`config.mk`:
```
export PLATFORM = sky130hd
export DESIGN_NAME = fc_flash_host
export DESIGN_NICKNAME = d
export VERILOG_FILES = /design/src/rtl/fc_bus_cycle.v /design/src/rtl/fc_axil_slave.v /design/src/rtl/fc_flash_host.v
export VERILOG_INCLUDE_DIRS = /design/src /design/src/include
export SDC_FILE = /design/constraint.sdc
export NUM_CORES = 1
export LEC_CHECK = 0
export BUFFER_PORTS_ARGS = -buffer_cell sky130_fd_sc_hd__buf_2
export CAP_MARGIN = 20
export CORE_MARGIN = 2
export CORE_UTILIZATION = 30
export CTS_BUF_LIST = sky130_fd_sc_hd__clkbuf_8
export CTS_CLUSTER_DIAMETER = 50
export DETAILED_ROUTE_END_ITERATION = 8
export MAX_ROUTING_LAYER = met4
export PLACE_DENSITY_LB_ADDON = 0.15
export SYNTH_ARGS = -nofsm -noshare
export SYNTH_HDL_FRONTEND = slang
export SYNTH_SLANG_ARGS = --single-unit
```
`constraint.sdc`:
```
create_clock -name SYS_CLK -period 7.4 [get_ports SYS_CLK]
set_input_delay 0 -clock SYS_CLK [delete_from_list [all_inputs] [get_ports SYS_CLK]]
set_output_delay 0 -clock SYS_CLK [all_outputs]
set_load 0.05 [all_outputs]
```
`src/include/fc_flash_regs.vh`:
```
/*
 * register offsets, fields, command codes and timing counts of the flash host.
 * assumes a 25 MHz system clock and a flash reached over its asynchronous pins.
 */
`ifndef FC_FLASH_REGS_VH
`define FC_FLASH_REGS_VH
// ****************************************
// register map (byte addresses)
// ****************************************
`define FC_REG_CTRL 8'h00
`define FC_REG_ADDR 8'h04
`define FC_REG_WDATA 8'h08
`define FC_REG_STATUS 8'h0c
`define FC_REG_RDATA 8'h10
// ctrl fields
`define FC_CTRL_HV_BIT 8
// ****************************************
// host commands written to ctrl[3:0]
// ****************************************
`define FC_OP_NONE 4'h0
`define FC_OP_PROG 4'h1
`define FC_OP_CHIP_ERASE 4'h2
`define FC_OP_SECT_ERASE 4'h3
`define FC_OP_LOCKOUT 4'h4
`define FC_OP_BYPASS 4'h5
`define FC_OP_SUSPEND 4'h6
`define FC_OP_RESUME 4'h7
`define FC_OP_ID_ENTRY 4'h8
`define FC_OP_ID_EXIT 4'h9
`define FC_OP_ID_EXIT_SHORT 4'ha
`define FC_OP_READ 4'hb
`define FC_OP_HW_RESET 4'hc
// ****************************************
// flash command bytes and unlock addresses
// ****************************************
`define FC_UNLOCK_ADDR1 20'h05555
`define FC_UNLOCK_ADDR2 20'h02aaa
`define FC_UNLOCK_DATA1 16'h00aa
`define FC_UNLOCK_DATA2 16'h0055
`define FC_CODE_PROG 16'h00a0
`define FC_CODE_ERASE 16'h0080
`define FC_CODE_CHIP 16'h0010
`define FC_CODE_SECTOR 16'h0030
`define FC_CODE_LOCK 16'h0040
`define FC_CODE_SUSPEND 16'h00b0
`define FC_CODE_RESUME 16'h0030
`define FC_CODE_ID_ENTRY 16'h0090
`define FC_CODE_ID_EXIT 16'h00f0
// ****************************************
// timing
// ****************************************
`define FC_CLK_NS 40
`define FC_ACCESS_NS 70
`define FC_NOISE_NS 15
`define FC_SUSPEND_US 15
`define FC_RST_PULSE_NS 500
`define FC_BUSY_SETTLE_NS 200
`define FC_ACC_CYC ((`FC_ACCESS_NS + `FC_CLK_NS - 1) / `FC_CLK_NS)
`define FC_WE_CYC (((`FC_NOISE_NS + `FC_CLK_NS - 1) / `FC_CLK_NS) + 1)
`define FC_SUSPEND_CYC ((`FC_SUSPEND_US * 1000 + `FC_CLK_NS - 1) / `FC_CLK_NS)
`define FC_RST_CYC ((`FC_RST_PULSE_NS + `FC_CLK_NS - 1) / `FC_CLK_NS)
`define FC_SETTLE_CYC ((`FC_BUSY_SETTLE_NS + `FC_CLK_NS - 1) / `FC_CLK_NS)
`endif

```
`src/rtl/fc_bus_cycle.v`:
```
/*
 * one asynchronous flash bus cycle (write or read) on registered pins.
 * assumes the flash data are stable once the access time has passed.
 */
`timescale 1ns/1ps
`include "fc_flash_regs.vh"
module fc_bus_cycle (
	// clock and reset
	input wire clk,
	input wire rst,
	// request
	input wire start,
	input wire is_read,
	input wire [19:0] addr,
	input wire [15:0] wdata,
	output wire done,
	output reg [15:0] rdata_reg,
	// flash pins
	output reg [19:0] pin_addr_reg,
	output reg [15:0] pin_dq_out_reg,
	output reg pin_dq_oe_reg,
	output reg pin_ce_n_reg,
	output reg pin_oe_n_reg,
	output reg pin_we_n_reg,
	input wire [15:0] pin_dq_in
);
	// ****************************************
	// cycle state
	// ****************************************
	localparam ST_IDLE = 3'd0;
	localparam ST_SETUP = 3'd1;
	localparam ST_STROBE = 3'd2;
	localparam ST_HOLD = 3'd3;
	localparam ST_ACCESS = 3'd4;
	localparam ST_END = 3'd5;
	localparam integer WE_CYC_INT = `FC_WE_CYC;
	localparam integer ACC_CYC_INT = `FC_ACC_CYC;
	// both counts are small; the low four bits carry them whole
	localparam [3:0] WE_CYC = WE_CYC_INT[3:0];
	localparam [3:0] ACC_CYC = ACC_CYC_INT[3:0];
	reg [2:0] state_reg; // current phase
	reg [3:0] cnt_reg; // phase length counter
	reg read_reg; // cycle kind held for the whole cycle
	assign done = (state_reg == ST_END);
	// phase sequencing and pin drive
	always @(posedge clk or posedge rst) begin
		if (rst) begin
			state_reg <= ST_IDLE;
			cnt_reg <= 4'h0;
			read_reg <= 1'b0;
			rdata_reg <= 16'h0000;
			pin_addr_reg <= 20'h00000;
			pin_dq_out_reg <= 16'h0000;
			pin_dq_oe_reg <= 1'b0;
			pin_ce_n_reg <= 1'b1;
			pin_oe_n_reg <= 1'b1;
			pin_we_n_reg <= 1'b1;
		end else begin
			case (state_reg)
			ST_IDLE: begin
				if (start) begin
					// address settles before the write strobe falls; chip enable and a read's output enable fall with it
					pin_addr_reg <= addr;
					pin_dq_out_reg <= wdata;
					pin_dq_oe_reg <= ~is_read;
					read_reg <= is_read;
					pin_ce_n_reg <= 1'b0;
					// output enable stays high through a write
					pin_oe_n_reg <= ~is_read;
					state_reg <= ST_SETUP;
				end
			end
			ST_SETUP: begin
				cnt_reg <= 4'h0;
				if (read_reg) begin
					state_reg <= ST_ACCESS;
				end else begin
					pin_we_n_reg <= 1'b0;
					state_reg <= ST_STROBE;
				end
			end
			ST_STROBE: begin
				// strobe held well beyond the noise filter
				if (cnt_reg == WE_CYC - 4'h1) begin
					pin_we_n_reg <= 1'b1;
					state_reg <= ST_HOLD;
				end else begin
					cnt_reg <= cnt_reg + 4'h1;
				end
			end
			ST_HOLD: begin
				// data kept past the rising strobe edge
				pin_ce_n_reg <= 1'b1;
				state_reg <= ST_END;
			end
			ST_ACCESS: begin
				if (cnt_reg == ACC_CYC) begin
					rdata_reg <= pin_dq_in;
					pin_ce_n_reg <= 1'b1;
					pin_oe_n_reg <= 1'b1;
					state_reg <= ST_END;
				end else begin
					cnt_reg <= cnt_reg + 4'h1;
				end
			end
			ST_END: begin
				// one recovery cycle with all strobes high
				pin_dq_oe_reg <= 1'b0;
				state_reg <= ST_IDLE;
			end
			default: begin
				state_reg <= ST_IDLE;
			end
			endcase
		end
	end
endmodule // fc_bus_cycle

```
`src/rtl/fc_axil_slave.v`:
```
/*
 * axi4-lite slave front end: one write and one read at a time.
 * assumes the owner decodes addresses combinationally and flags unmapped ones.
 */
`timescale 1ns/1ps
module fc_axil_slave (
	// clock and reset
	input wire clk,
	input wire rst,
	// axi4-lite
	input wire [7:0] awaddr,
	input wire awvalid,
	output wire awready,
	input wire [31:0] wdata,
	input wire [3:0] wstrb,
	input wire wvalid,
	output wire wready,
	output reg [1:0] bresp_reg,
	output reg bvalid_reg,
	input wire bready,
	input wire [7:0] araddr,
	input wire arvalid,
	output wire arready,
	output reg [31:0] rdata_reg,
	output reg [1:0] rresp_reg,
	output reg rvalid_reg,
	input wire rready,
	// register side
	output wire wr_en,
	output reg [7:0] wr_addr_reg,
	output reg [31:0] wr_data_reg,
	output reg [3:0] wr_strb_reg,
	input wire wr_ok,
	output wire [7:0] rd_addr,
	input wire [31:0] rd_data,
	input wire rd_ok
);
	reg aw_full_reg; // write address held
	reg w_full_reg; // write data held
	// channels close while a response is pending
	assign awready = ~aw_full_reg & ~bvalid_reg;
	assign wready = ~w_full_reg & ~bvalid_reg;
	assign arready = ~rvalid_reg;
	assign wr_en = aw_full_reg & w_full_reg;
	assign rd_addr = araddr;
	// write channel: address and data in either order
	always @(posedge clk or posedge rst) begin
		if (rst) begin
			aw_full_reg <= 1'b0;
			w_full_reg <= 1'b0;
			wr_addr_reg <= 8'h00;
			wr_data_reg <= 32'h00000000;
			wr_strb_reg <= 4'h0;
			bvalid_reg <= 1'b0;
			bresp_reg <= 2'b00;
		end else begin
			if (awvalid & awready) begin
				aw_full_reg <= 1'b1;
				wr_addr_reg <= awaddr;
			end
			if (wvalid & wready) begin
				w_full_reg <= 1'b1;
				wr_data_reg <= wdata;
				wr_strb_reg <= wstrb;
			end
			if (wr_en) begin
				// unmapped offsets answer slverr
				aw_full_reg <= 1'b0;
				w_full_reg <= 1'b0;
				bvalid_reg <= 1'b1;
				bresp_reg <= wr_ok ? 2'b00 : 2'b10;
			end else if (bready) begin
				bvalid_reg <= 1'b0;
			end
		end
	end
	// read channel: data one cycle after the address
	always @(posedge clk or posedge rst) begin
		if (rst) begin
			rvalid_reg <= 1'b0;
			rdata_reg <= 32'h00000000;
			rresp_reg <= 2'b00;
		end else if (arvalid & arready) begin
			rvalid_reg <= 1'b1;
			rdata_reg <= rd_ok ? rd_data : 32'h00000000;
			rresp_reg <= rd_ok ? 2'b00 : 2'b10;
		end else if (rready) begin
			rvalid_reg <= 1'b0;
		end
	end
endmodule // fc_axil_slave

```
`src/rtl/fc_flash_host.v`:
```
/*
 * flash host controller: turns register commands into flash command sequences.
 * assumes one flash on the pins; ready pin wired-or with an external pull-up.
 */
// The AXI4-Lite interface to the registers and the placing of the registers were left to the implementer.
// Behaviour
// - program is four writes ending at target
// - lockout is six writes, sixth data 40
// - suspend is one write of b0
// - resume writes 30 with plane address
// - chip and sector erase six-write sequences
// - id mode entry and two exit forms
`timescale 1ns/1ps
`include "fc_flash_regs.vh"
module fc_flash_host (
	// clock and reset
	input wire SYS_CLK,
	input wire RST,
	// axi4-lite write
	input wire [7:0] S_AXI_AWADDR,
	input wire S_AXI_AWVALID,
	output wire S_AXI_AWREADY,
	input wire [31:0] S_AXI_WDATA,
	input wire [3:0] S_AXI_WSTRB,
	input wire S_AXI_WVALID,
	output wire S_AXI_WREADY,
	output wire [1:0] S_AXI_BRESP,
	output wire S_AXI_BVALID,
	input wire S_AXI_BREADY,
	// axi4-lite read
	input wire [7:0] S_AXI_ARADDR,
	input wire S_AXI_ARVALID,
	output wire S_AXI_ARREADY,
	output wire [31:0] S_AXI_RDATA,
	output wire [1:0] S_AXI_RRESP,
	output wire S_AXI_RVALID,
	input wire S_AXI_RREADY,
	// flash pins
	output wire [19:0] FL_ADDR,
	output wire [15:0] FL_DQ_OUT,
	output wire FL_DQ_OE,
	input wire [15:0] FL_DQ_IN,
	output wire FL_CE_N,
	output wire FL_OE_N,
	output wire FL_WE_N,
	output wire FL_RESET_N,
	output wire FL_HV_EN,
	input wire FL_READY_IN
);
	// ****************************************
	// sequencer states and constants
	// ****************************************
	localparam ST_IDLE = 3'd0;
	localparam ST_CYCLE = 3'd1;
	localparam ST_SETTLE = 3'd2;
	localparam ST_WAIT_RDY = 3'd3;
	localparam ST_SUSPEND = 3'd4;
	localparam ST_RESET = 3'd5;
	localparam integer SUSPEND_INT = `FC_SUSPEND_CYC;
	localparam integer RST_INT = `FC_RST_CYC;
	localparam integer SETTLE_INT = `FC_SETTLE_CYC;
	// all waits fit the nine-bit wait counter
	localparam [8:0] SUSPEND_CYC = SUSPEND_INT[8:0];
	localparam [8:0] RST_CYC = RST_INT[8:0];
	localparam [8:0] SETTLE_CYC = SETTLE_INT[8:0];
	// ****************************************
	// declarations
	// ****************************************
	reg [2:0] state_reg; // sequencer state
	reg [3:0] op_reg; // command under way
	reg [2:0] step_reg; // bus cycle within the sequence
	reg [8:0] wait_reg; // settle, suspend and reset counter
	reg [19:0] addr_reg; // target address from software
	reg [15:0] wdata_reg; // program data from software
	reg hv_reg; // high voltage override request
	reg bypass_reg; // flash is in single-pulse program mode
	reg suspended_reg; // an erase is suspended
	reg refused_reg; // last command was refused
	reg poll_reg; // polling bit of the last read
	reg toggle_reg; // toggle bit changed between reads
	reg sus_toggle_reg; // suspend toggle changed between reads
	reg [15:0] last_rd_reg; // last data read from the flash
	reg reset_n_reg; // flash reset pin drive
	reg [2:0] rdy_sync_reg; // ready pin synchroniser
	reg rdy_level_reg; // filtered ready level
	reg cyc_start_reg; // start pulse to the bus cycle
	wire cyc_done; // bus cycle finished
	wire [15:0] cyc_rdata; // data of the last read cycle
	wire wr_en; // register write strobe
	wire [7:0] wr_addr;
	wire [31:0] wr_data;
	wire [3:0] wr_strb;
	wire [7:0] rd_addr;
	reg [31:0] rd_data; // read mux
	reg rd_ok; // read offset mapped
	reg wr_ok; // write offset mapped
	reg [35:0] step_word; // {addr, data} of the current step
	reg [2:0] last_step; // index of the final bus cycle
	reg refuse; // command cannot be issued now
	wire is_read_op;
	wire new_cmd;
	wire [31:0] status_word;
	assign is_read_op = (op_reg == `FC_OP_READ);
	assign new_cmd = wr_en & (wr_addr == `FC_REG_CTRL) & wr_strb[0];
	assign FL_RESET_N = reset_n_reg;
	// lockout override is an external 12 v switch on the reset pin
	assign FL_HV_EN = hv_reg;
	// ****************************************
	// command sequence table
	// ****************************************
	// unlock cycles use the low sixteen address bits and low data byte only
	always @* begin
		step_word = {`FC_UNLOCK_ADDR1, `FC_UNLOCK_DATA1};
		last_step = 3'd5;
		case (step_reg)
		3'd0: step_word = {`FC_UNLOCK_ADDR1, `FC_UNLOCK_DATA1};
		3'd1: step_word = {`FC_UNLOCK_ADDR2, `FC_UNLOCK_DATA2};
		3'd2: begin
			// third byte names the command family
			case (op_reg)
			`FC_OP_PROG: step_word = {`FC_UNLOCK_ADDR1, `FC_CODE_PROG};
			`FC_OP_ID_ENTRY: step_word = {`FC_UNLOCK_ADDR1, `FC_CODE_ID_ENTRY};
			`FC_OP_ID_EXIT: step_word = {`FC_UNLOCK_ADDR1, `FC_CODE_ID_EXIT};
			default: step_word = {`FC_UNLOCK_ADDR1, `FC_CODE_ERASE};
			endcase
		end
		3'd3: begin
			if (op_reg == `FC_OP_PROG) begin
				step_word = {addr_reg, wdata_reg};
			end else begin
				step_word = {`FC_UNLOCK_ADDR1, `FC_UNLOCK_DATA1};
			end
		end
		3'd4: step_word = {`FC_UNLOCK_ADDR2, `FC_UNLOCK_DATA2};
		default: begin
			// sixth byte picks erase kind, lockout or bypass
			case (op_reg)
			`FC_OP_CHIP_ERASE: step_word = {`FC_UNLOCK_ADDR1, `FC_CODE_CHIP};
			`FC_OP_SECT_ERASE: step_word = {addr_reg, `FC_CODE_SECTOR};
			`FC_OP_LOCKOUT: step_word = {addr_reg, `FC_CODE_LOCK};
			default: step_word = {`FC_UNLOCK_ADDR1, `FC_CODE_PROG};
			endcase
		end
		endcase
		// single-cycle commands override the table
		case (op_reg)
		`FC_OP_PROG: begin
			last_step = bypass_reg ? 3'd0 : 3'd3;
			if (bypass_reg) begin
				step_word = {addr_reg, wdata_reg};
			end
		end
		`FC_OP_SUSPEND: begin
			last_step = 3'd0;
			step_word = {addr_reg, `FC_CODE_SUSPEND};
		end
		`FC_OP_RESUME: begin
			last_step = 3'd0;
			step_word = {addr_reg[19:18], 18'h00000, `FC_CODE_RESUME};
		end
		`FC_OP_ID_EXIT_SHORT: begin
			last_step = 3'd0;
			step_word = {addr_reg, `FC_CODE_ID_EXIT};
		end
		`FC_OP_READ: begin
			last_step = 3'd0;
			step_word = {addr_reg, 16'h0000};
		end
		`FC_OP_ID_ENTRY: last_step = 3'd2;
		`FC_OP_ID_EXIT: last_step = 3'd2;
		default: last_step = 3'd5;
		endcase
	end
	// ****************************************
	// command admission
	// ****************************************
	// erase-class codes in bypass mode would be programmed as data
	always @* begin
		refuse = 1'b0;
		case (wr_data[3:0])
		`FC_OP_CHIP_ERASE, `FC_OP_SECT_ERASE: begin
			refuse = bypass_reg | suspended_reg;
		end
		`FC_OP_LOCKOUT, `FC_OP_BYPASS, `FC_OP_RESUME: refuse = bypass_reg;
		`FC_OP_SUSPEND: refuse = bypass_reg | suspended_reg;
		`FC_OP_ID_ENTRY, `FC_OP_ID_EXIT, `FC_OP_ID_EXIT_SHORT: refuse = bypass_reg;
		`FC_OP_PROG, `FC_OP_READ, `FC_OP_HW_RESET: refuse = 1'b0;
		default: refuse = 1'b1;
		endcase
	end
	// ****************************************
	// ready pin synchroniser
	// ****************************************
	// level moves only when the second and third stages agree
	always @(posedge SYS_CLK or posedge RST) begin
		if (RST) begin
			rdy_sync_reg <= 3'b111;
			rdy_level_reg <= 1'b1;
		end else begin
			rdy_sync_reg <= {rdy_sync_reg[1:0], FL_READY_IN};
			if (rdy_sync_reg[1] == rdy_sync_reg[2]) begin
				rdy_level_reg <= rdy_sync_reg[2];
			end
		end
	end
	// ****************************************
	// sequencer
	// ****************************************
	always @(posedge SYS_CLK or posedge RST) begin
		if (RST) begin
			state_reg <= ST_IDLE;
			op_reg <= `FC_OP_NONE;
			step_reg <= 3'd0;
			wait_reg <= 9'h000;
			addr_reg <= 20'h00000;
			wdata_reg <= 16'h0000;
			hv_reg <= 1'b0;
			bypass_reg <= 1'b0;
			suspended_reg <= 1'b0;
			refused_reg <= 1'b0;
			poll_reg <= 1'b0;
			toggle_reg <= 1'b0;
			sus_toggle_reg <= 1'b0;
			last_rd_reg <= 16'h0000;
			reset_n_reg <= 1'b1;
			cyc_start_reg <= 1'b0;
		end else begin
			cyc_start_reg <= 1'b0;
			// address and data registers honour byte lanes
			if (wr_en & (wr_addr == `FC_REG_ADDR)) begin
				if (wr_strb[0]) addr_reg[7:0] <= wr_data[7:0];
				if (wr_strb[1]) addr_reg[15:8] <= wr_data[15:8];
				if (wr_strb[2]) addr_reg[19:16] <= wr_data[19:16];
			end
			if (wr_en & (wr_addr == `FC_REG_WDATA)) begin
				if (wr_strb[0]) wdata_reg[7:0] <= wr_data[7:0];
				if (wr_strb[1]) wdata_reg[15:8] <= wr_data[15:8];
			end
			if (wr_en & (wr_addr == `FC_REG_CTRL) & wr_strb[1]) begin
				hv_reg <= wr_data[`FC_CTRL_HV_BIT];
			end
			case (state_reg)
			ST_IDLE: begin
				// commands while busy are dropped without setting refused, as the flash would drop them
				if (new_cmd & (wr_data[3:0] != `FC_OP_NONE)) begin
					refused_reg <= refuse;
					if (!refuse) begin
						op_reg <= wr_data[3:0];
						step_reg <= 3'd0;
						wait_reg <= 9'h000;
						if (wr_data[3:0] == `FC_OP_HW_RESET) begin
							reset_n_reg <= 1'b0;
							state_reg <= ST_RESET;
						end else begin
							cyc_start_reg <= 1'b1;
							state_reg <= ST_CYCLE;
						end
					end
				end
			end
			ST_CYCLE: begin
				// sequence runs to its end; no partial sequence is left
				if (cyc_done) begin
					if (step_reg != last_step) begin
						step_reg <= step_reg + 3'd1;
						cyc_start_reg <= 1'b1;
					end else if (is_read_op) begin
						// status bits taken from each read
						last_rd_reg <= cyc_rdata;
						poll_reg <= cyc_rdata[7];
						toggle_reg <= cyc_rdata[6] ^ last_rd_reg[6];
						sus_toggle_reg <= cyc_rdata[2] ^ last_rd_reg[2];
						state_reg <= ST_IDLE;
					end else begin
						case (op_reg)
						`FC_OP_BYPASS: bypass_reg <= 1'b1;
						`FC_OP_RESUME: suspended_reg <= 1'b0;
						default: bypass_reg <= bypass_reg;
						endcase
						// suspend waits out the halt time
						if (op_reg == `FC_OP_SUSPEND) begin
							state_reg <= ST_SUSPEND;
						end else begin
							state_reg <= ST_SETTLE;
						end
					end
				end
			end
			ST_SETTLE: begin
				// give the flash time to pull ready low before trusting it
				if (wait_reg == SETTLE_CYC) begin
					state_reg <= ST_WAIT_RDY;
				end else begin
					wait_reg <= wait_reg + 9'h001;
				end
			end
			ST_WAIT_RDY: begin
				// internal cycle over once the pin is released
				if (rdy_level_reg) begin
					state_reg <= ST_IDLE;
				end
			end
			ST_SUSPEND: begin
				// reads and programs elsewhere allowed afterwards
				if (wait_reg == SUSPEND_CYC) begin
					suspended_reg <= 1'b1;
					state_reg <= ST_IDLE;
				end else begin
					wait_reg <= wait_reg + 9'h001;
				end
			end
			ST_RESET: begin
				// a reset pulse also leaves bypass mode
				if (wait_reg == RST_CYC) begin
					reset_n_reg <= 1'b1;
					bypass_reg <= 1'b0;
					suspended_reg <= 1'b0;
					state_reg <= ST_IDLE;
				end else begin
					wait_reg <= wait_reg + 9'h001;
				end
			end
			default: begin
				state_reg <= ST_IDLE;
			end
			endcase
		end
	end
	// ****************************************
	// register read mux and decode
	// ****************************************
	assign status_word = {23'h000000, hv_reg, sus_toggle_reg, toggle_reg, poll_reg,
		refused_reg, suspended_reg, bypass_reg, rdy_level_reg, state_reg != ST_IDLE};
	always @* begin
		rd_ok = 1'b1;
		case (rd_addr)
		`FC_REG_CTRL: rd_data = {23'h000000, hv_reg, 4'h0, op_reg};
		`FC_REG_ADDR: rd_data = {12'h000, addr_reg};
		`FC_REG_WDATA: rd_data = {16'h0000, wdata_reg};
		`FC_REG_STATUS: rd_data = status_word;
		`FC_REG_RDATA: rd_data = {16'h0000, last_rd_reg};
		default: begin
			rd_data = 32'h00000000;
			rd_ok = 1'b0;
		end
		endcase
	end
	// status and read data are read-only but writes are harmless
	always @* begin
		case (wr_addr)
		`FC_REG_CTRL, `FC_REG_ADDR, `FC_REG_WDATA: wr_ok = 1'b1;
		`FC_REG_STATUS, `FC_REG_RDATA: wr_ok = 1'b1;
		default: wr_ok = 1'b0;
		endcase
	end
	// ****************************************
	// sub-blocks
	// ****************************************
	fc_axil_slave u_axil (
		.clk(SYS_CLK),
		.rst(RST),
		.awaddr(S_AXI_AWADDR),
		.awvalid(S_AXI_AWVALID),
		.awready(S_AXI_AWREADY),
		.wdata(S_AXI_WDATA),
		.wstrb(S_AXI_WSTRB),
		.wvalid(S_AXI_WVALID),
		.wready(S_AXI_WREADY),
		.bresp_reg(S_AXI_BRESP),
		.bvalid_reg(S_AXI_BVALID),
		.bready(S_AXI_BREADY),
		.araddr(S_AXI_ARADDR),
		.arvalid(S_AXI_ARVALID),
		.arready(S_AXI_ARREADY),
		.rdata_reg(S_AXI_RDATA),
		.rresp_reg(S_AXI_RRESP),
		.rvalid_reg(S_AXI_RVALID),
		.rready(S_AXI_RREADY),
		.wr_en(wr_en),
		.wr_addr_reg(wr_addr),
		.wr_data_reg(wr_data),
		.wr_strb_reg(wr_strb),
		.wr_ok(wr_ok),
		.rd_addr(rd_addr),
		.rd_data(rd_data),
		.rd_ok(rd_ok)
	);
	// pins of one bus cycle; strobes always pulse through this block
	fc_bus_cycle u_cycle (
		.clk(SYS_CLK),
		.rst(RST),
		.start(cyc_start_reg),
		.is_read(is_read_op),
		.addr(step_word[35:16]),
		.wdata(step_word[15:0]),
		.done(cyc_done),
		.rdata_reg(cyc_rdata),
		.pin_addr_reg(FL_ADDR),
		.pin_dq_out_reg(FL_DQ_OUT),
		.pin_dq_oe_reg(FL_DQ_OE),
		.pin_ce_n_reg(FL_CE_N),
		.pin_oe_n_reg(FL_OE_N),
		.pin_we_n_reg(FL_WE_N),
		.pin_dq_in(FL_DQ_IN)
	);
endmodule // fc_flash_host

```
# After elaboration in Yosys (flattened, before gate mapping)
# Index checks and enable logic that the tools add are counted.
dict set report op_classes {
  n_addsub 3
  eq_ne 74
  muxes 86
  bitwise_logic 22
  reduce_logical 51
}
# cell n
set op_table {}
lappend op_table {{one-hot mux 36 bit (5 select lines)} 1}
lappend op_table {{one-hot mux 36 bit (4 select lines)} 1}
lappend op_table {{one-hot mux 36 bit (3 select lines)} 1}
lappend op_table {{one-hot mux 20 bit (5 select lines)} 1}
lappend op_table {{two-way mux 36 bit} 2}
lappend op_table {{two-way mux 3 bit} 19}
lappend op_table {{two-way mux 9 bit} 5}
lappend op_table {{== test 4 bit (second input constant)} 9}
lappend op_table {{!= test 2 bit (second input constant)} 18}
lappend op_table {{one-hot mux 9 bit (4 select lines)} 1}
lappend op_table {{two-way mux 1 bit} 34}
lappend op_table {{== test 4 x 3 -> 1 bit (second input constant)} 8}
lappend op_table {{== test 8 x 4 -> 1 bit (second input constant)} 4}
lappend op_table {{one-hot mux 7 bit (3 select lines)} 1}
lappend op_table {{== test 4 x 2 -> 1 bit (second input constant)} 5}
lappend op_table {{two-way mux 20 bit} 1}
lappend op_table {{nonzero test 2 bit} 10}
lappend op_table {{== test 3 x 2 -> 1 bit (second input constant)} 6}
lappend op_table {{one-hot mux 3 bit (6 select lines)} 1}
lappend op_table {{AND reduction 2 bit} 9}
lappend op_table {{AND reduction 3 bit} 6}
lappend op_table {{== test 8 x 3 -> 1 bit (second input constant)} 2}
lappend op_table {{== test 8 x 5 -> 1 bit (second input constant)} 2}
lappend op_table {{zero test 8 bit} 2}
lappend op_table {{37 further kinds} 87}
dict set report word_totals {
  reg_bits 219
  in_bits 76
}

# Longest topological paths before layout
dict set report logic_depth {
  word_depth 7
  depth_mapped 9
  ltp_nobuf 8
}

# Hierarchy
# From an unflattened synthesis, not the netlist that was laid out.
dict set report unflattened {
  hier_cells 990
  hier_area_um2 11314.6
}
# mod n_inst cells_per_inst area_each_um2 seq_area_each_um2
set modules_own_cells {}
lappend modules_own_cells {fc_flash_host 1 531 5072.4 2083.2}
lappend modules_own_cells {fc_axil_slave 1 264 3529.6 2052.0}
lappend modules_own_cells {fc_bus_cycle 1 195 2712.6 1605.3}

# Worst setup path before layout
# No wires, ideal clock.
dict set report synth_path {
  kind {reg-to-reg}
  from {register u_axil.bvalid_reg}
  to {register u_axil.wr_data_reg[10]}
  setup_ns 0.125
  arrival_ns 2.470
  required_time_ns 7.275
  path_slack_ns 4.805
  path_stages_with_launch 6
  period_less_slack_ns 2.595
  path_cell_list {dfrtp_1 > nor2_1 > and2_1 > clkbuf_1 > clkbuf_1 > mux2_2}
}
dict set report synth_via {
  elab_chain_len 3
}
# item line
set synth_rtl {}
lappend synth_rtl {{start: declaration} fc_axil_slave.v:19} ;# output reg bvalid_reg,
lappend synth_rtl {{start signal: assignment} fc_axil_slave.v:54} ;# bvalid_reg <= 1'b0;
lappend synth_rtl {{start signal: assignment} fc_axil_slave.v:70} ;# bvalid_reg <= 1'b1;
lappend synth_rtl {{start signal: assignment} fc_axil_slave.v:73} ;# bvalid_reg <= 1'b0;
lappend synth_rtl {{NOT 1 bit} fc_axil_slave.v:42} ;# assign wready = ~w_full_reg & ~bvalid_reg;
lappend synth_rtl {{AND 1 bit} fc_axil_slave.v:42}
lappend synth_rtl {{named net S_AXI_WREADY} fc_flash_host.v:26} ;# output wire S_AXI_WREADY,
lappend synth_rtl {{AND 1 bit} fc_axil_slave.v:61} ;# if (wvalid & wready) begin
lappend synth_rtl {{end signal: assignment} fc_axil_slave.v:63} ;# wr_data_reg <= wdata;
lappend synth_rtl {{end: declaration} fc_axil_slave.v:31} ;# output reg [31:0] wr_data_reg,
# The timed path passes the listed nets, and every way through them passes these cells.
# A chain may end at the register's enable or synchronous reset.

# Final worst setup path
dict set report layout_path {
  from {register op_reg[3]}
  to {register last_rd_reg[3]}
}
dict set report layout_via {
  elab_chain_len 6
}
# item line
set layout_rtl {}
lappend layout_rtl {{start: declaration} fc_flash_host.v:70} ;# reg [3:0] op_reg;
lappend layout_rtl {{start signal: assignment} fc_flash_host.v:212} ;# op_reg <= `FC_OP_NONE;
lappend layout_rtl {{start signal: assignment} fc_flash_host.v:248} ;# op_reg <= wr_data[3:0];
lappend layout_rtl {{== test 4 x 3 -> 1 bit or == test 4 bit (tied branches)} fc_flash_host.v:146} ;# case (op_reg)
lappend layout_rtl {{OR reduction 4 bit (no line) or OR reduction 2 bit (tied branches)} --}
lappend layout_rtl {{one-hot mux 3 bit (3 select lines)} fc_flash_host.v:146}
lappend layout_rtl {{!= test 3 bit} fc_flash_host.v:264} ;# if (step_reg != last_step) begin
lappend layout_rtl {{NOT 1 bit (no line)} --}
lappend layout_rtl {{AND reduction 4 bit (no line) (*)} --}
lappend layout_rtl {{end signal: assignment} fc_flash_host.v:269} ;# last_rd_reg <= cyc_rdata;
lappend layout_rtl {{end: declaration} fc_flash_host.v:82} ;# reg [15:0] last_rd_reg;
# Every way passes the cells marked *; elsewhere a longest branch is shown, timed or not.

==> results.toml <==
[pwr]
power_density_nw_per_um2 = 303
peakVddDrop_uv = 139
cellLeakagePower_nw = 5.69

[timing]
skew_ps = 25.6
setup_viol = 0
hold_viol_final = 0
drv_slew = 0
setup_tns_ps = 0
rsz0062_at_grt = "false"
tightest_slew_ps = 1080
period_needed_ps = 2880
slew_headroom_pct = 27.8
max_freq_ghz = 0.347
fin_crit_sh_pct = 38.9

[setup_path]
cp_max_fo = 21
path_buf_inv = 1
critPathCaptureType = "flop"
crit_chain = "nor2b_1, a211oi_1, xnor2_1, o211ai_2, nor4b_4, buf_4, mux2_2"
crit_type = "reg2reg"
cp-start-kind = "flop"
crit_arrival_ps = 3290
slowest_delay_ps = 830
worstPathRequired_ps = 7810
critPathTopFamily = "flip-flops"
slowest_stage = "dfrtp_1"

[cts]
cts_buffers = 42
cts_resized = 0
cts_buffer_depth = 3
cts_tree = "yes"
clock_sinks = 204
htree_levels = 2
ctsHoldBuffers = 52
clk_pin_slew_ps = 60
cts-root-buf = "clkbuf_8"
clk-insertion-delay-late_ps = 550
post_cts_buffers = 0

[hold_path]
min_path_type = "in2reg"

[drt]
postRouteAntennaNets = 0
routed_via_density = 4.96
routedWlPerCell_um = 18.3
drt_iter0_drc = 422
vias = 7607
drc = 0
dr.pass1.iters = 4
postRouteWirelength_mm = 28.1

[global_routing]
grt_max_degree = 134
track_usage_pct = 17.4
antenna_found_initial = 0
grt_pass1_vias = 7536
grt_overflow = 0
grt_pass1_wl_mm = 44.0

[synth]
yosysMostFrequentCell = "dfrtp_1"
syn_area_per_cell_um2 = 10.5
syn_inst = 911
yosys-top-cells-area = "dfrtp_1 51%, mux2_2 11%, nand2_1 5.6%, nor2_1 2.4%, dfstp_2 2.2%"
yosysUniqueCellTypes = 77
syn_area_um2 = 9600
synth-async-reset-ratio_pct = 100
synth.top_cell.area_share_pct = 51.1
synthTopCellsByCount = "196 x dfrtp_1, 143 x nand2_1, 94 x mux2_2"
synth_top_area_cell = "dfrtp_1"
synth_edf_count = 0
ys.flop_type = "dfrtp_1"
yosys_warnings = 0
yosysSeqAreaShare_pct = 53.3
yosys_register_bits = 204

[place]
gp_congestion = 0.803
place_inst = 1407
place_hpwl_mm = 18.7
io_buffers = 131

[finish]
fillerInstances = 3199
drive_gt1_share_pct = 27.7
area_growth_pct = 24.7
antennaDiodeCount = 0
instances_no_fill = 1533
finalNetCount = 1188

[run]
maxCapViolations = 0

[status]
status = "completed"

[die]
ios = 159
die_area_um2 = 33500
rows = 65
initial_core_util_pct = 30.4
core_area_um2 = 31600
die_h_um = 183
die_x_um = 183
[cell type report]
type,count,area [um^2],share of cell area [%]
Clock buffer,49,674,5.63
Clock inverter,24,168,1.40
Inverter,26,105,0.878
Multi-Input combinational cell,635,4160,34.7
Sequential cell,204,5110,42.7
Tap cell,402,503,4.20
Timing Repair Buffer,193,1250,10.4
[path summary, 6_finish.rpt]
kind	end	from	cells after the start	slack (ps)
worst max-delay path	last_rd_reg[3]	op_reg[3]	7	4520
worst min-delay path	u_axil.aw_full_reg	S_AXI_AWVALID	3	70
worst max register to register	last_rd_reg[3]	op_reg[3]	7	4520
worst min register to register	rdy_sync_reg[1]	rdy_sync_reg[0]	0	360
max in group asynchronous	FL_HV_EN	RST	4	5630
min in group asynchronous	u_axil.wr_addr_reg[1]	RST	3	180
[metrics by stage]
step	setup slack, ps	power, mW	util [%]	hold WS, ps	area, um^2
2_1_floorplan	1850	2.19	-	4.48	9650
3_3_place_gp	4500	2.44	33.6	112	10600
3_5_place_dp	4520	2.45	33.6	109	10600
4_1_cts	4510	3.67	37.9	47.9	12000
5_1_grt	4320	3.84	37.9	90.8	12000
6_report	4520	3.62	37.9	69.9	12000
[worst min-delay path: stages]
cell and delay, ps:
buf_2 90, and2_1 260, a21o_1 210
[cells by family after synthesis]
family                   count (synthesis)  synth area share, %
XOR/XNOR                                 6                0.547
buffers and inverters                   85                 4.01
flip-flops                             204                 53.3
other                                    1               0.0391
AND/OR/NAND/NOR                        313                 15.4
multiplexers                           100                 11.6
adder cells (fa/ha/maj)                 11                 1.41
AO/OA/AOI/OAI                          191                 13.6
[layout by cell type (no fill, tap or decap), types with 11 or more instances in the layout]
cell,netlist,routed
a211oi_1,11,11
a21o_1,12,12
a21oi_1,30,30
a222oi_1,12,12
a22o_1,11,11
a31oi_1,28,28
buf_2,5,131
clkbuf_8,0,49
conb_1,1,14
dfrtp_1,196,196
dlygate4sd3_1,0,52
inv_1,25,39
mux2_2,94,94
nand2_1,143,143
nand3_1,24,24
nor2_1,62,62
nor3_1,12,11
o21ai_0,40,40
[power breakdown]
group	switching [mW]	internal [mW]	total (mW)
clock network	0.510	0.673	1.18
logic	0.532	0.352	0.884
registers	0.234	1.32	1.56
total	1.28	2.35	3.62
[layer usage]
metal  routed length, um  global-route usage [%]  part of all wire, %
met3                1270                    3.10                  4.5
met2               13300                    27.5                   47
met5                   0                       -                    0
met1               12900                    23.0                   46
met4                 669                    5.34                  2.4
No activity file was read; power rests on OpenSTA's default activity.
